`config.mk`:
```
export PLATFORM = sky130hd
export DESIGN_NAME = hsp_protect
export DESIGN_NICKNAME = d
export VERILOG_FILES = /design/src/hdl/hsp_pkg.sv /design/src/hdl/hsp_protect.sv /design/src/hdl/hsp_sync.sv /design/src/hdl/hsp_meas_timer.sv
export SDC_FILE = /design/constraint.sdc
export NUM_CORES = 1
export LEC_CHECK = 0
export ABC_AREA = 1
export BUFFER_PORTS_ARGS = -buffer_cell sky130_fd_sc_hd__buf_4
export CAP_MARGIN = 20
export CORE_MARGIN = 4
export CORE_UTILIZATION = 50
export CTS_BUF_LIST = sky130_fd_sc_hd__clkbuf_16
export CTS_CLUSTER_DIAMETER = 100
export CTS_CLUSTER_SIZE = 25
export DETAILED_ROUTE_END_ITERATION = 12
export PLACE_DENSITY = 0.68
export SLEW_MARGIN = 10
export SYNTH_ARGS = -nofsm -noshare
export SYNTH_HDL_FRONTEND = slang
export SYNTH_HIERARCHICAL = 1
export SYNTH_SLANG_ARGS = --single-unit
export TNS_END_PERCENT = 1
```
`constraint.sdc`:
```
create_clock -name ref_clk -period 2.2 [get_ports ref_clk]
set_input_delay 0.11 -clock ref_clk [delete_from_list [all_inputs] [get_ports ref_clk]]
set_output_delay 0.11 -clock ref_clk [all_outputs]
set_load 0.02 [all_outputs]
```
`src/hdl/hsp_pkg.sv`:
```
package hsp_pkg;

    // ****************************************
    // command codes
    // ****************************************
    localparam logic [7:0] CMD_OPERATION = 8'h03;
    localparam logic [7:0] CMD_CLEAR_FLAGS = 8'h04;
    localparam logic [7:0] CMD_OT_FAULT = 8'h4F;
    localparam logic [7:0] CMD_OT_WARN = 8'h51;
    localparam logic [7:0] CMD_VSTATUS = 8'h80;
    localparam logic [7:0] CMD_TEMP = 8'h8D;
    localparam logic [7:0] CMD_ALERT_MASK = 8'hD8;
    localparam logic [7:0] CMD_SETUP = 8'hD9;
    localparam logic [7:0] CMD_DIAG = 8'hE1;

    // ****************************************
    // values and reset values
    // ****************************************
    localparam logic [7:0] OP_ON = 8'h80;
    localparam logic [7:0] OP_OFF = 8'h00;
    localparam logic [7:0] OP_RST = 8'h80;
    localparam logic [15:0] OT_FAULT_RST = 16'h0096;
    localparam logic [15:0] OT_WARN_RST = 16'h007D;
    localparam logic [15:0] MASK_RST = 16'h0000;
    localparam logic [7:0] SETUP_RST = 8'h00;
    localparam logic [7:0] RD_IDLE = 8'hFF;

    // ****************************************
    // field positions
    // ****************************************
    localparam int DG_SHORT = 0;
    localparam int DG_LOCK = 1;
    localparam int DG_OTW = 2;
    localparam int DG_OTF = 3;
    localparam int DG_UV = 4;
    localparam int DG_OV = 5;
    localparam int VS_SHORT = 7;
    localparam int SU_LIM_SRC = 0;
    localparam int SU_LIM_50 = 1;
    localparam int SU_BRK_SRC = 2;
    localparam int SU_BRK_HI = 3;
    localparam int SU_RETRY = 4;

    // ****************************************
    // timing
    // ****************************************
    localparam int CLK_HZ = 10_000_000;
    localparam int MEAS_PERIOD_US = 1000;
    localparam int STEP_US = 100;
    localparam int MEAS_CYCLES = CLK_HZ / 1_000_000 * MEAS_PERIOD_US;
    localparam int STEP_CYCLES = CLK_HZ / 1_000_000 * STEP_US;

    typedef enum logic [1:0] {
        BUS_IDLE = 2'b00,
        BUS_ADDR = 2'b01,
        BUS_WRITE = 2'b10,
        BUS_READ = 2'b11
    } hsp_bus_t;

endpackage

```
`src/hdl/hsp_protect.sv`:
```
`timescale 1ns/10ps
// Contract
// one 250 uA diode step each millisecond
// temperature command 8Dh returns latest reading
// above warning limit, alert unless masked
// above shutdown limit, gate off as fault
// host reprograms both limits, comparisons follow
// host restarts with 0h then 80h
// sense above 4 mV, gate low: flag
// undervoltage or overvoltage forces gate low
// enable toggle clears retry lockout
// pin activity keeps address and settings
// 80h enables output, 0h disables it
// latch ternary address after supply power-on
// reference low resets, delays address capture
// current limit from pin or setup
// breaker ratio 1.94 or 3.87 selectable
// fault timer runs while limiting
// retry count 0,1,2,4,8,16 or unlimited
// lockout flag high while latched off
// flags and alert hold until cleared
// compare each reading in its interval
module hsp_protect import hsp_pkg::*; #(
    parameter logic [6:0] ADDR_BASE = 7'h40,
    parameter int MEAS_PERIOD = MEAS_CYCLES,
    parameter int MEAS_STEP = STEP_CYCLES
) (
    // clock and reset
    input wire logic ref_clk,
    input wire logic rst,
    // smbus
    input wire logic smb_scl,
    input wire logic smb_sda_in,
    output logic smb_sda_out,
    output logic smb_sda_oe_n,
    output logic alert_line_out,
    output logic alert_line_out_oe_n,
    // supervision pins
    input wire logic enable_undervoltage_input,
    input wire logic overvoltage_input,
    input wire logic vdd_por_ok,
    input wire logic reference_low,
    input wire logic reference_ready,
    input wire logic [1:0] address_select_0,
    input wire logic [1:0] address_select_1,
    input wire logic [1:0] address_select_2,
    input wire logic limit_range_select,
    input wire logic breaker_range_select,
    // analog status
    input wire logic sense_above_4mv,
    input wire logic current_limit_active,
    input wire logic timer_expired,
    input wire logic restart_ramp_done,
    // temperature converter, same clock
    input wire logic [15:0] temp_code_in,
    // drives
    output logic diode_step_on,
    output logic gate_drive_on,
    output logic fault_timer_run,
    output logic limit_50mv_sel,
    output logic breaker_ratio_hi
);

    // ****************************************
    // state
    // ****************************************
    typedef struct packed {
        hsp_bus_t mode;
        logic [3:0] bitcnt;
        logic [7:0] shreg;
        logic [7:0] tx;
        logic [1:0] byte_idx;
        logic [7:0] cmd;
        logic [7:0] lo;
        logic sda_drv;
        logic ack_ok;
        logic scl_prev;
        logic sda_prev;
        logic [7:0] operation;
        logic [15:0] ot_fault_lim;
        logic [15:0] ot_warn_lim;
        logic [15:0] alert_mask;
        logic [7:0] setup;
        logic [15:0] temp;
        logic addr_valid;
        logic [6:0] addr;
        logic [5:0] flags;
        logic ot_shut;
        logic lockout;
        logic retry_wait;
        logic [4:0] retries_left;
        logic timer_prev;
        logic ramp_prev;
        logic gate;
        logic ftimer;
        logic alert;
        logic cl50;
        logic cbhi;
    } hsp_state_t;

    hsp_state_t s;
    hsp_state_t n;
    hsp_state_t init;

    logic [18:0] raw;
    logic [18:0] syn;
    logic scl_s, sda_s, en_uv_s, ov_s, por_s, ref_low_s, ref_rdy_s;
    logic [1:0] a0_s, a1_s, a2_s;
    logic lim_pin_s, brk_pin_s, sense_s, climit_s, texp_s, ramp_s;
    logic meas_sample;
    logic rise, fall, start, stop;
    logic [15:0] rd;
    logic [7:0] rd_byte;
    logic [5:0] flag_set;
    logic flag_clr;

    // ****************************************
    // helpers
    // ****************************************
    function automatic logic [4:0] trit(input logic [1:0] p);
        // ground, open, supply
        case (p)
            2'b01: trit = 5'd1;
            2'b10: trit = 5'd2;
            default: trit = 5'd0;
        endcase
    endfunction

    function automatic logic [4:0] retry_load(input logic [2:0] code);
        case (code)
            3'd1: retry_load = 5'd1;
            3'd2: retry_load = 5'd2;
            3'd3: retry_load = 5'd4;
            3'd4: retry_load = 5'd8;
            3'd5: retry_load = 5'd16;
            default: retry_load = 5'd0;
        endcase
    endfunction

    function automatic logic [15:0] rd_word(input hsp_state_t st);
        case (st.cmd)
            CMD_OPERATION: rd_word = {8'h00, st.operation};
            CMD_OT_FAULT: rd_word = st.ot_fault_lim;
            CMD_OT_WARN: rd_word = st.ot_warn_lim;
            CMD_VSTATUS: rd_word = {8'h00, st.flags[DG_SHORT], 7'h00};
            CMD_TEMP: rd_word = st.temp;
            CMD_ALERT_MASK: rd_word = st.alert_mask;
            CMD_SETUP: rd_word = {8'h00, st.setup};
            CMD_DIAG: rd_word = {10'h000, st.flags[5:2], st.lockout, st.flags[DG_SHORT]};
            default: rd_word = {RD_IDLE, RD_IDLE};
        endcase
    endfunction

    // ****************************************
    // pin synchronisers and measurement timer
    // ****************************************
    assign raw = {smb_scl, smb_sda_in, enable_undervoltage_input, overvoltage_input, vdd_por_ok,
                  reference_low, reference_ready, address_select_0, address_select_1,
                  address_select_2, limit_range_select, breaker_range_select, sense_above_4mv,
                  current_limit_active, timer_expired, restart_ramp_done};
    assign {scl_s, sda_s, en_uv_s, ov_s, por_s, ref_low_s, ref_rdy_s, a0_s, a1_s, a2_s,
            lim_pin_s, brk_pin_s, sense_s, climit_s, texp_s, ramp_s} = syn;

    hsp_sync #(.W(19)) u_sync (
        .ref_clk(ref_clk),
        .rst(rst),
        .async_in(raw),
        .sync_out(syn)
    );

    hsp_meas_timer #(.PERIOD(MEAS_PERIOD), .STEP(MEAS_STEP)) u_meas (
        .ref_clk(ref_clk),
        .rst(rst),
        .step_on(diode_step_on),
        .sample(meas_sample)
    );

    assign rise = scl_s & ~s.scl_prev;
    assign fall = ~scl_s & s.scl_prev;
    assign start = scl_s & s.scl_prev & s.sda_prev & ~sda_s;
    assign stop = scl_s & s.scl_prev & ~s.sda_prev & sda_s;

    // ****************************************
    // next state
    // ****************************************
    always_comb
    begin
        init = '0;
        init.operation = OP_RST;
        init.ot_fault_lim = OT_FAULT_RST;
        init.ot_warn_lim = OT_WARN_RST;
        init.alert_mask = MASK_RST;
        init.setup = SETUP_RST;
        init.scl_prev = 1'b1;
        init.sda_prev = 1'b1;
        init.retries_left = retry_load(SETUP_RST[SU_RETRY +: 3]);
        n = s;
        rd = rd_word(s);
        rd_byte = (s.byte_idx == 2'd0) ? rd[7:0] : (s.byte_idx == 2'd1) ? rd[15:8] : RD_IDLE;
        flag_set = '0;
        flag_clr = 1'b0;
        n.scl_prev = scl_s;
        n.sda_prev = sda_s;
        n.timer_prev = texp_s;
        n.ramp_prev = ramp_s;

        // smbus slave
        if (start)
        begin
            n.mode = BUS_ADDR;
            n.bitcnt = '0;
            n.byte_idx = '0;
            n.sda_drv = 1'b0;
        end
        else if (stop)
        begin
            n.mode = BUS_IDLE;
            n.sda_drv = 1'b0;
        end
        else if (s.mode != BUS_IDLE && rise)
        begin
            if (s.bitcnt < 4'd8)
                n.shreg = {s.shreg[6:0], sda_s};
            if (s.bitcnt == 4'd8)
                n.ack_ok = ~sda_s;
            n.bitcnt = s.bitcnt + 4'd1;
        end
        else if (s.mode != BUS_IDLE && fall)
        begin
            if (s.bitcnt == 4'd8)
            begin
                n.sda_drv = 1'b0;
                case (s.mode)
                    BUS_ADDR:
                    begin
                        if (s.addr_valid && s.shreg[7:1] == s.addr)
                        begin
                            n.sda_drv = 1'b1;
                            n.mode = s.shreg[0] ? BUS_READ : BUS_WRITE;
                        end
                        else
                            n.mode = BUS_IDLE;
                    end
                    BUS_WRITE:
                    begin
                        n.sda_drv = 1'b1;
                        if (s.byte_idx != 2'd3)
                            n.byte_idx = s.byte_idx + 2'd1;
                        if (s.byte_idx == 2'd0)
                        begin
                            n.cmd = s.shreg;
                            flag_clr = (s.shreg == CMD_CLEAR_FLAGS);
                        end
                        else if (s.byte_idx == 2'd1)
                        begin
                            n.lo = s.shreg;
                            if (s.cmd == CMD_OPERATION)
                            begin
                                n.operation = s.shreg;
                                n.retries_left = retry_load(s.setup[SU_RETRY +: 3]);
                                if (s.shreg == OP_OFF)
                                    n.ot_shut = 1'b0;
                            end
                            if (s.cmd == CMD_SETUP)
                            begin
                                n.setup = s.shreg;
                                n.retries_left = retry_load(s.shreg[SU_RETRY +: 3]);
                            end
                        end
                        else if (s.byte_idx == 2'd2)
                        begin
                            case (s.cmd)
                                CMD_OT_FAULT: n.ot_fault_lim = {s.shreg, s.lo};
                                CMD_OT_WARN: n.ot_warn_lim = {s.shreg, s.lo};
                                CMD_ALERT_MASK: n.alert_mask = {s.shreg, s.lo};
                                default: ;
                            endcase
                        end
                    end
                    default: ;
                endcase
            end
            else if (s.bitcnt == 4'd9)
            begin
                n.bitcnt = '0;
                n.sda_drv = 1'b0;
                if (s.mode == BUS_READ)
                begin
                    // a master nack ends the read; wait for stop
                    if (s.ack_ok)
                    begin
                        n.tx = rd_byte;
                        n.sda_drv = ~rd_byte[7];
                        if (s.byte_idx != 2'd3)
                            n.byte_idx = s.byte_idx + 2'd1;
                    end
                    else
                        n.mode = BUS_IDLE;
                end
            end
            else if (s.mode == BUS_READ)
                n.sda_drv = ~s.tx[3'(4'd7 - s.bitcnt)];
        end

        // address capture, once per power-on or reference release
        if (!s.addr_valid && por_s && ref_rdy_s)
        begin
            n.addr_valid = 1'b1;
            n.addr = ADDR_BASE + 7'(trit(a2_s) * 5'd9 + trit(a1_s) * 5'd3 + trit(a0_s));
        end

        // temperature, compared in the interval it completes
        if (meas_sample)
        begin
            n.temp = temp_code_in;
            if (temp_code_in > s.ot_warn_lim)
                flag_set[DG_OTW] = 1'b1;
            if (temp_code_in > s.ot_fault_lim)
            begin
                flag_set[DG_OTF] = 1'b1;
                n.ot_shut = 1'b1;
            end
        end

        // damaged pass switch detect
        if (!s.gate && sense_s)
            flag_set[DG_SHORT] = 1'b1;
        flag_set[DG_UV] = ~en_uv_s & s.operation[7];
        flag_set[DG_OV] = ov_s;

        // fault timeout and retries
        if (texp_s && !s.timer_prev && s.gate)
        begin
            if (s.setup[SU_RETRY +: 3] >= 3'd6)
                n.retry_wait = 1'b1;
            else if (s.retries_left != 5'd0)
            begin
                n.retry_wait = 1'b1;
                n.retries_left = s.retries_left - 5'd1;
            end
            else
                n.lockout = 1'b1;
        end
        if (ramp_s && !s.ramp_prev && s.retry_wait)
            n.retry_wait = 1'b0;
        // toggling enable low releases a lockout; rise restarts
        if (!en_uv_s)
        begin
            n.lockout = 1'b0;
            n.retry_wait = 1'b0;
            n.retries_left = retry_load(s.setup[SU_RETRY +: 3]);
        end

        // set wins over clear
        n.flags = (s.flags & ~{6{flag_clr}}) | flag_set;

        // outputs
        n.gate = s.operation[7] & en_uv_s & ~ov_s & ~s.ot_shut & ~s.lockout & ~s.retry_wait;
        n.ftimer = climit_s & s.gate;
        n.alert = |({s.flags[5:2], s.lockout, s.flags[DG_SHORT]} & ~s.alert_mask[5:0]);
        n.cl50 = s.setup[SU_LIM_SRC] ? s.setup[SU_LIM_50] : ~lim_pin_s;
        n.cbhi = s.setup[SU_BRK_SRC] ? s.setup[SU_BRK_HI] : brk_pin_s;

        // reference low reloads every register of this block with its reset value, address included; the measurement timer keeps running
        if (ref_low_s)
            n = init;
    end

    always_ff @(posedge ref_clk)
    begin
        if (rst)
            s <= init;
        else
            s <= n;
    end

    assign smb_sda_out = 1'b0;
    assign smb_sda_oe_n = ~s.sda_drv;
    assign alert_line_out = 1'b0;
    assign alert_line_out_oe_n = ~s.alert;
    assign gate_drive_on = s.gate;
    assign fault_timer_run = s.ftimer;
    assign limit_50mv_sel = s.cl50;
    assign breaker_ratio_hi = s.cbhi;
endmodule // hsp_protect

```
`src/hdl/hsp_sync.sv`:
```
`timescale 1ns/10ps
module hsp_sync #(
    parameter int W = 1
) (
    // clock and reset
    input wire logic ref_clk,
    input wire logic rst,
    // data
    input wire logic [W-1:0] async_in,
    output logic [W-1:0] sync_out
);
    typedef struct packed {
        logic [W-1:0] s1;
        logic [W-1:0] s2;
    } hsp_sync_t;

    hsp_sync_t s;
    hsp_sync_t n;

    always_comb
    begin
        n.s1 = async_in;
        n.s2 = s.s1;
    end

    always_ff @(posedge ref_clk)
    begin
        // preload with the pin level so no false edge or flag follows reset
        if (rst)
            s <= {async_in, async_in};
        else
            s <= n;
    end

    assign sync_out = s.s2;
endmodule // hsp_sync

```
`src/hdl/hsp_meas_timer.sv`:
```
`timescale 1ns/10ps
module hsp_meas_timer import hsp_pkg::*; #(
    parameter int PERIOD = MEAS_CYCLES,
    parameter int STEP = STEP_CYCLES
) (
    // clock and reset
    input wire logic ref_clk,
    input wire logic rst,
    // measurement timing
    output logic step_on,
    output logic sample
);
    typedef struct packed {
        logic [15:0] cnt;
        logic step;
        logic smp;
    } hsp_meas_t;

    hsp_meas_t s;
    hsp_meas_t n;

    always_comb
    begin
        n = s;
        n.smp = 1'b0;
        if (s.cnt == 16'(PERIOD - 1))
        begin
            n.cnt = '0;
            n.step = 1'b1;
        end
        else
        begin
            n.cnt = s.cnt + 16'h0001;
        end
        // end of the current step: diode reading is settled
        if (s.cnt == 16'(STEP - 1))
        begin
            n.step = 1'b0;
            n.smp = 1'b1;
        end
    end

    always_ff @(posedge ref_clk)
    begin
        if (rst)
            s <= '0;
        else
            s <= n;
    end

    assign step_on = s.step;
    assign sample = s.smp;
endmodule // hsp_meas_timer

```
# Word level (Yosys, flattened, before mapping)
# Index checks and enable logic that the tools add are counted.
[totals]
reg_bits = 209
output_inout_bits = 9
[op_classes]
add_sub_neg = 8
n_mul = 2
order_cmp = 5
eq_ne = 43
n_mux = 91
bitwise = 41
n_reduce_logical = 53
[op_table]
columns = ["cell", "n"]
rows = [
  ["one-hot mux 16 bit (8 select lines)", 1],
  ["2-to-1 mux 5 bit", 18],
  ["2-to-1 mux 8 bit", 8],
  ["2-to-1 mux 27 bit", 2],
  ["one-hot mux 5 bit (5 select lines)", 2],
  ["equality test 8 bit (second input constant)", 5],
  ["2-to-1 mux 38 bit", 1],
  ["2-to-1 mux 1 bit", 36],
  ["> comparator 16 bit", 2],
  ["2-to-1 mux 10 bit", 3],
  ["AND reduction 10 bit", 3],
  ["NOT 1 bit", 22],
  ["2-to-1 mux 19 bit", 1],
  ["2-to-1 mux 18 bit", 1],
  ["AND reduction 9 bit", 2],
  ["adder 16 x 1 -> 16 bit (second input constant)", 1],
  ["equality test 16 x 10 -> 1 bit (second input constant)", 1],
  ["equality test 16 x 14 -> 1 bit (second input constant)", 1],
  ["equality test 8 x 7 -> 1 bit (second input constant)", 2],
  ["2-to-1 mux 16 bit", 1],
  ["2-to-1 mux 2 bit", 8],
  ["AND reduction 8 bit", 2],
  ["bitwise AND 1 bit", 14],
  ["AND reduction 7 bit", 2],
  ["other kinds (50)", 104],
]

# Logic depth before layout (Yosys ltp)
[logic_depth]
ltp_word = 16
depth_mapped = 13

# Hierarchy
# Netlist, hierarchy kept.
[by_module_without_submodules]
columns = ["module", "instances", "cells_each", "area_each_um2", "seq_area_each_um2"]
rows = [
  ["hsp_protect", 1, 1211, 8419.3, 3042.9],
  ["hsp_sync", 1, 99, 1023.5, 760.7],
  ["hsp_meas_timer", 1, 150, 1014.7, 360.3],
]

# Worst setup path after synthesis
# No wires, ideal clock.
[synth_path]
kind = "register to register"
from = "reg u_sync.s, in the netlist u_sync/sync_out[8]"
to = "reg, netlist name s[23]"
arrival_time_ns = 2.281
required_ns = 2.074
path_slack_ns = -0.207
path_stages_with_launch = 11
path_buffers = 0
path_cell_list = "dfxtp_1 > inv_1 > ha_1 > inv_1 > ha_1 > ha_1 > ha_1 > ha_1 > fa_1 > o21ai_0 > a21oi_1"
[synth_lines]
columns = ["element", "line_no", "rtl"]
rows = [
  ["from (decl)", "hsp_sync.sv:17", "hsp_sync_t s;"],
  ["from (signal assigned)", "hsp_sync.sv:30", "s <= {async_in, async_in};"],
  ["from (signal assigned)", "hsp_sync.sv:32", "s <= n;"],
]

==> impl_metrics.json <==
{
  "cts_max_level": 1,
  "dr_total_vias": 9457,
  "crit_type": "flip-flop to flip-flop",
  "dp_slack_ns": -0.282,
  "grt_pass1_wl_um": 44800,
  "grt-ovfl-total": 0,
  "grt_max_degree": 85,
  "critPathRequiredTime_ns": 2.55,
  "fin_cells": 1822,
  "yosysWarningCount": 6,
  "die_h_um": 153,
  "num_io_pins": 46,
  "routabilityCongestion": 0.919,
  "worstMarginPinSlew_ns": 0.503,
  "synth_seq_cells": 208,
  "grt_pass1_vias": 8979,
  "antenna_found_initial": 0,
  "drive_above_1_share_pct": 13.1,
  "viasPerCell": 5.19,
  "synth.distinct_cells": 45,
  "cap_violations": 0,
  "hold_class": "primary input to flip-flop",
  "drc": 0,
  "drv_slew": 0,
  "arrival_ns": 2.66,
  "nets": 1646,
  "p_per_area_nw_per_um2": 571,
  "rsz0062_at_grt": "true",
  "p_leak_nw": 5.08,
  "clock_latency_ns": 0.48,
  "grtUsageTotal_pct": 22.9,
  "dp_hpwl_um": 19800,
  "syn_to_final_growth_pct": 14.9,
  "dp_cells": 1772,
  "core_um2": 20400,
  "ant_nets": 0,
  "violations": "negative setup slack",
  "post_drt_wl_per_cell_um": 14.9,
  "outcome": "finished with violations",
  "root_buffer": "clkbuf_16",
  "fmax_mhz": 432,
  "synth_area_per_cell_um2": 7.16,
  "detail_route.first_pass.iterations": 7,
  "fin_ws_ns": -0.117,
  "num_antenna_cells": 0,
  "drt_iter0_markers": 614,
  "startpoint_type": "flip-flop",
  "cts_tree": "built",
  "portBuffers": 43,
  "ys_seq_area_share_pct": 39.8,
  "synth_area_um2": 10500,
  "initial_utilization_pct": 51.2,
  "clock_path_buffers": 3,
  "rows": 52,
  "p_total_w": 0.00686,
  "post-route-util_pct": 58.8,
  "totalWireLength_um": 27200,
  "hold_viol": 0,
  "crit_path_end_kind": "flip-flop",
  "dieArea_um2": 23300,
  "cts_sinks": 208,
  "clkTransAtPathRegs_ns": 0.09,
  "fin_crit_sh_pct": 105,
  "finalSetupViolCount": 3,
  "timing.final.crit_period_ns": 2.32,
  "ir_drop_mv": 0.716,
  "cts_inserted_buffers": 12,
  "path_max_fanout": 2,
  "die_width_um": 153,
  "slew_headroom_pct": 66.2,
  "skew_ns": 0.0348,
  "synthCells": 1460
}
[what timing repair did]
action	in CTS	in global routing
gates resized for setup	12	9
buffers inserted	1	0
endpoints found under the hold margin	54	0
setup endpoints to repair	4	39
pin swaps	9	12
hold buffers	35	0
[report_power, final]
part	internal (W)	leakage, nW	total (W)	switching, W
sequential	0.00384	1.69	0.00388	0.0000428
clock	0.00109	0.170	0.00238	0.00129
combinational	0.000280	3.22	0.000608	0.000328
total	0.00520	5.08	0.00686	0.00166
[placed cells by master (no fill, tap or decap), drive strengths merged, types with 6 or more instances in the layout]
cell / Yosys / layout
o211ai: 7 / 7
o21ai: 101 / 101
nand4: 29 / 29
ha: 56 / 56
nor2: 126 / 126
o22ai: 7 / 7
buf: 31 / 92
dlygate4sd3: 0 / 35
xor2: 6 / 6
clkbuf: 19 / 13
dfxtp: 208 / 208
nand3: 61 / 61
inv: 186 / 188
a21oi: 156 / 156
nand2: 418 / 418
nor3: 19 / 19
[layer usage]
| metal | vias up | global-route usage (%) | routed length, µm |
|---|---|---|---|
| met3 | 48 | 2.39 | 1380 |
| li1 | 4853 | - | - |
| met4 | 0 | 5.30 | 622 |
| met1 | 4317 | 32.2 | 12500 |
| met2 | 239 | 38.3 | 12700 |
| met5 | - | 0 | 0 |
[cells by family (layout without fill, tap and decap cells)]
family | Yosys count | after routing | synth area share, %
AO/OA/AOI/OAI | 284 | 284 | 14.6
other | 1 | 2 | 0.0359
flip-flops | 208 | 208 | 39.8
AND/OR/NAND/NOR | 658 | 658 | 27.5
adder cells (fa/ha/maj) | 57 | 57 | 6.89
XOR/XNOR | 11 | 11 | 0.921
buffers and inverters | 241 | 332 | 10.2
[layout make-up]
cell class                      instances  area, µm²
Multi-Input combinational cell       1012       5370
Clock buffer                           13        325
Sequential cell                       208       4170
Fill cell                            1976       8420
Clock inverter                          1       20.0
Inverter                              191        729
Timing Repair Buffer                  127       1070
Tap cell                              270        338
[flip-flops by register name, summed over array words and instances (netlist names)]
register and flops:
u_sync/n 19, limit_50mv_sel 1, u_sync/sync_out 19, s 148, gate_drive_on 1, fault_timer_run 1, u_meas/s 16, u_meas/sample 1
breaker_ratio_hi 1, u_meas/step_on 1
[critical path, stage by stage, from the launching register on]
cell     delay, ns
dfxtp_2       0.34
inv_2         0.04
ha_4          0.27
inv_4         0.04
ha_4          0.26
ha_4          0.20
ha_4          0.27
ha_4          0.13
fa_2          0.43
o21ai_2       0.17
a21oi_2       0.04
[cell usage after synthesis]
cell	count	share of area (%)
nor2_1	106	3.8
and2_1	1	0.060
o21ai_0	98	4.7
o211ai_2	1	0.12
clkinv_4	1	0.084
a211oi_1	3	0.22
nor2_2	13	0.78
nand2_2	17	1.0
inv_1	174	6.2
o22ai_1	7	0.42
o211ai_1	6	0.43
nand4_1	29	1.7
nor3_2	2	0.19
dfxtp_1	208	40
inv_6	1	0.084
nor3_1	17	0.81
or2_2	1	0.060
nand3_4	1	0.17
clkbuf_1	19	0.68
a221oi_1	1	0.084
a31oi_1	5	0.30
a21oi_2	12	1.0
fa_1	1	0.19
inv_2	11	0.39
buf_2	13	0.62
xor2_1	6	0.50
nand2_4	4	0.43
nand3_2	5	0.48
buf_4	6	0.43
ha_1	56	6.7
conb_1	1	0.036
o21a_1	3	0.22
buf_12	3	0.57
xnor2_1	5	0.42
clkinv_1	4	0.14
a21oi_1	144	6.9
o21ai_1	3	0.14
nor2_4	7	0.75
nand3_1	55	2.6
nand2_8	1	0.19
nand3b_1	1	0.072
buf_6	9	0.97
nor4_1	2	0.12
nand2_1	396	14
a21o_1	1	0.072
[through the flow]
| step | setup TNS [ns] | hold WS [ns] | cell area, µm² |
|---|---|---|---|
| 6_report | -0.190 | 0.0124 | 12000 |
| 5_1_grt | -0.448 | 0.0128 | 12000 |
| 4_1_cts | -0.321 | 0.00222 | 12000 |
| 3_5_place_dp | -0.859 | 0.224 | 11200 |
| 3_3_place_gp | -0.636 | 0.223 | 11200 |
| 2_1_floorplan | -0.394 | 0.138 | 10500 |
[worst paths after layout]
kind,from,endpoint,slack [ns],depth (start not counted)
setup / recovery,u_sync/sync_out[8],s[23],-0.12,10
hold / removal,rst,u_sync/sync_out[5],0.01,3
hold reg to reg,u_sync/n[7],u_sync/sync_out[7],0.42,2
setup reg to reg,u_sync/sync_out[8],s[23],-0.12,10
Note: power is estimated with default switching activity, not from simulation.
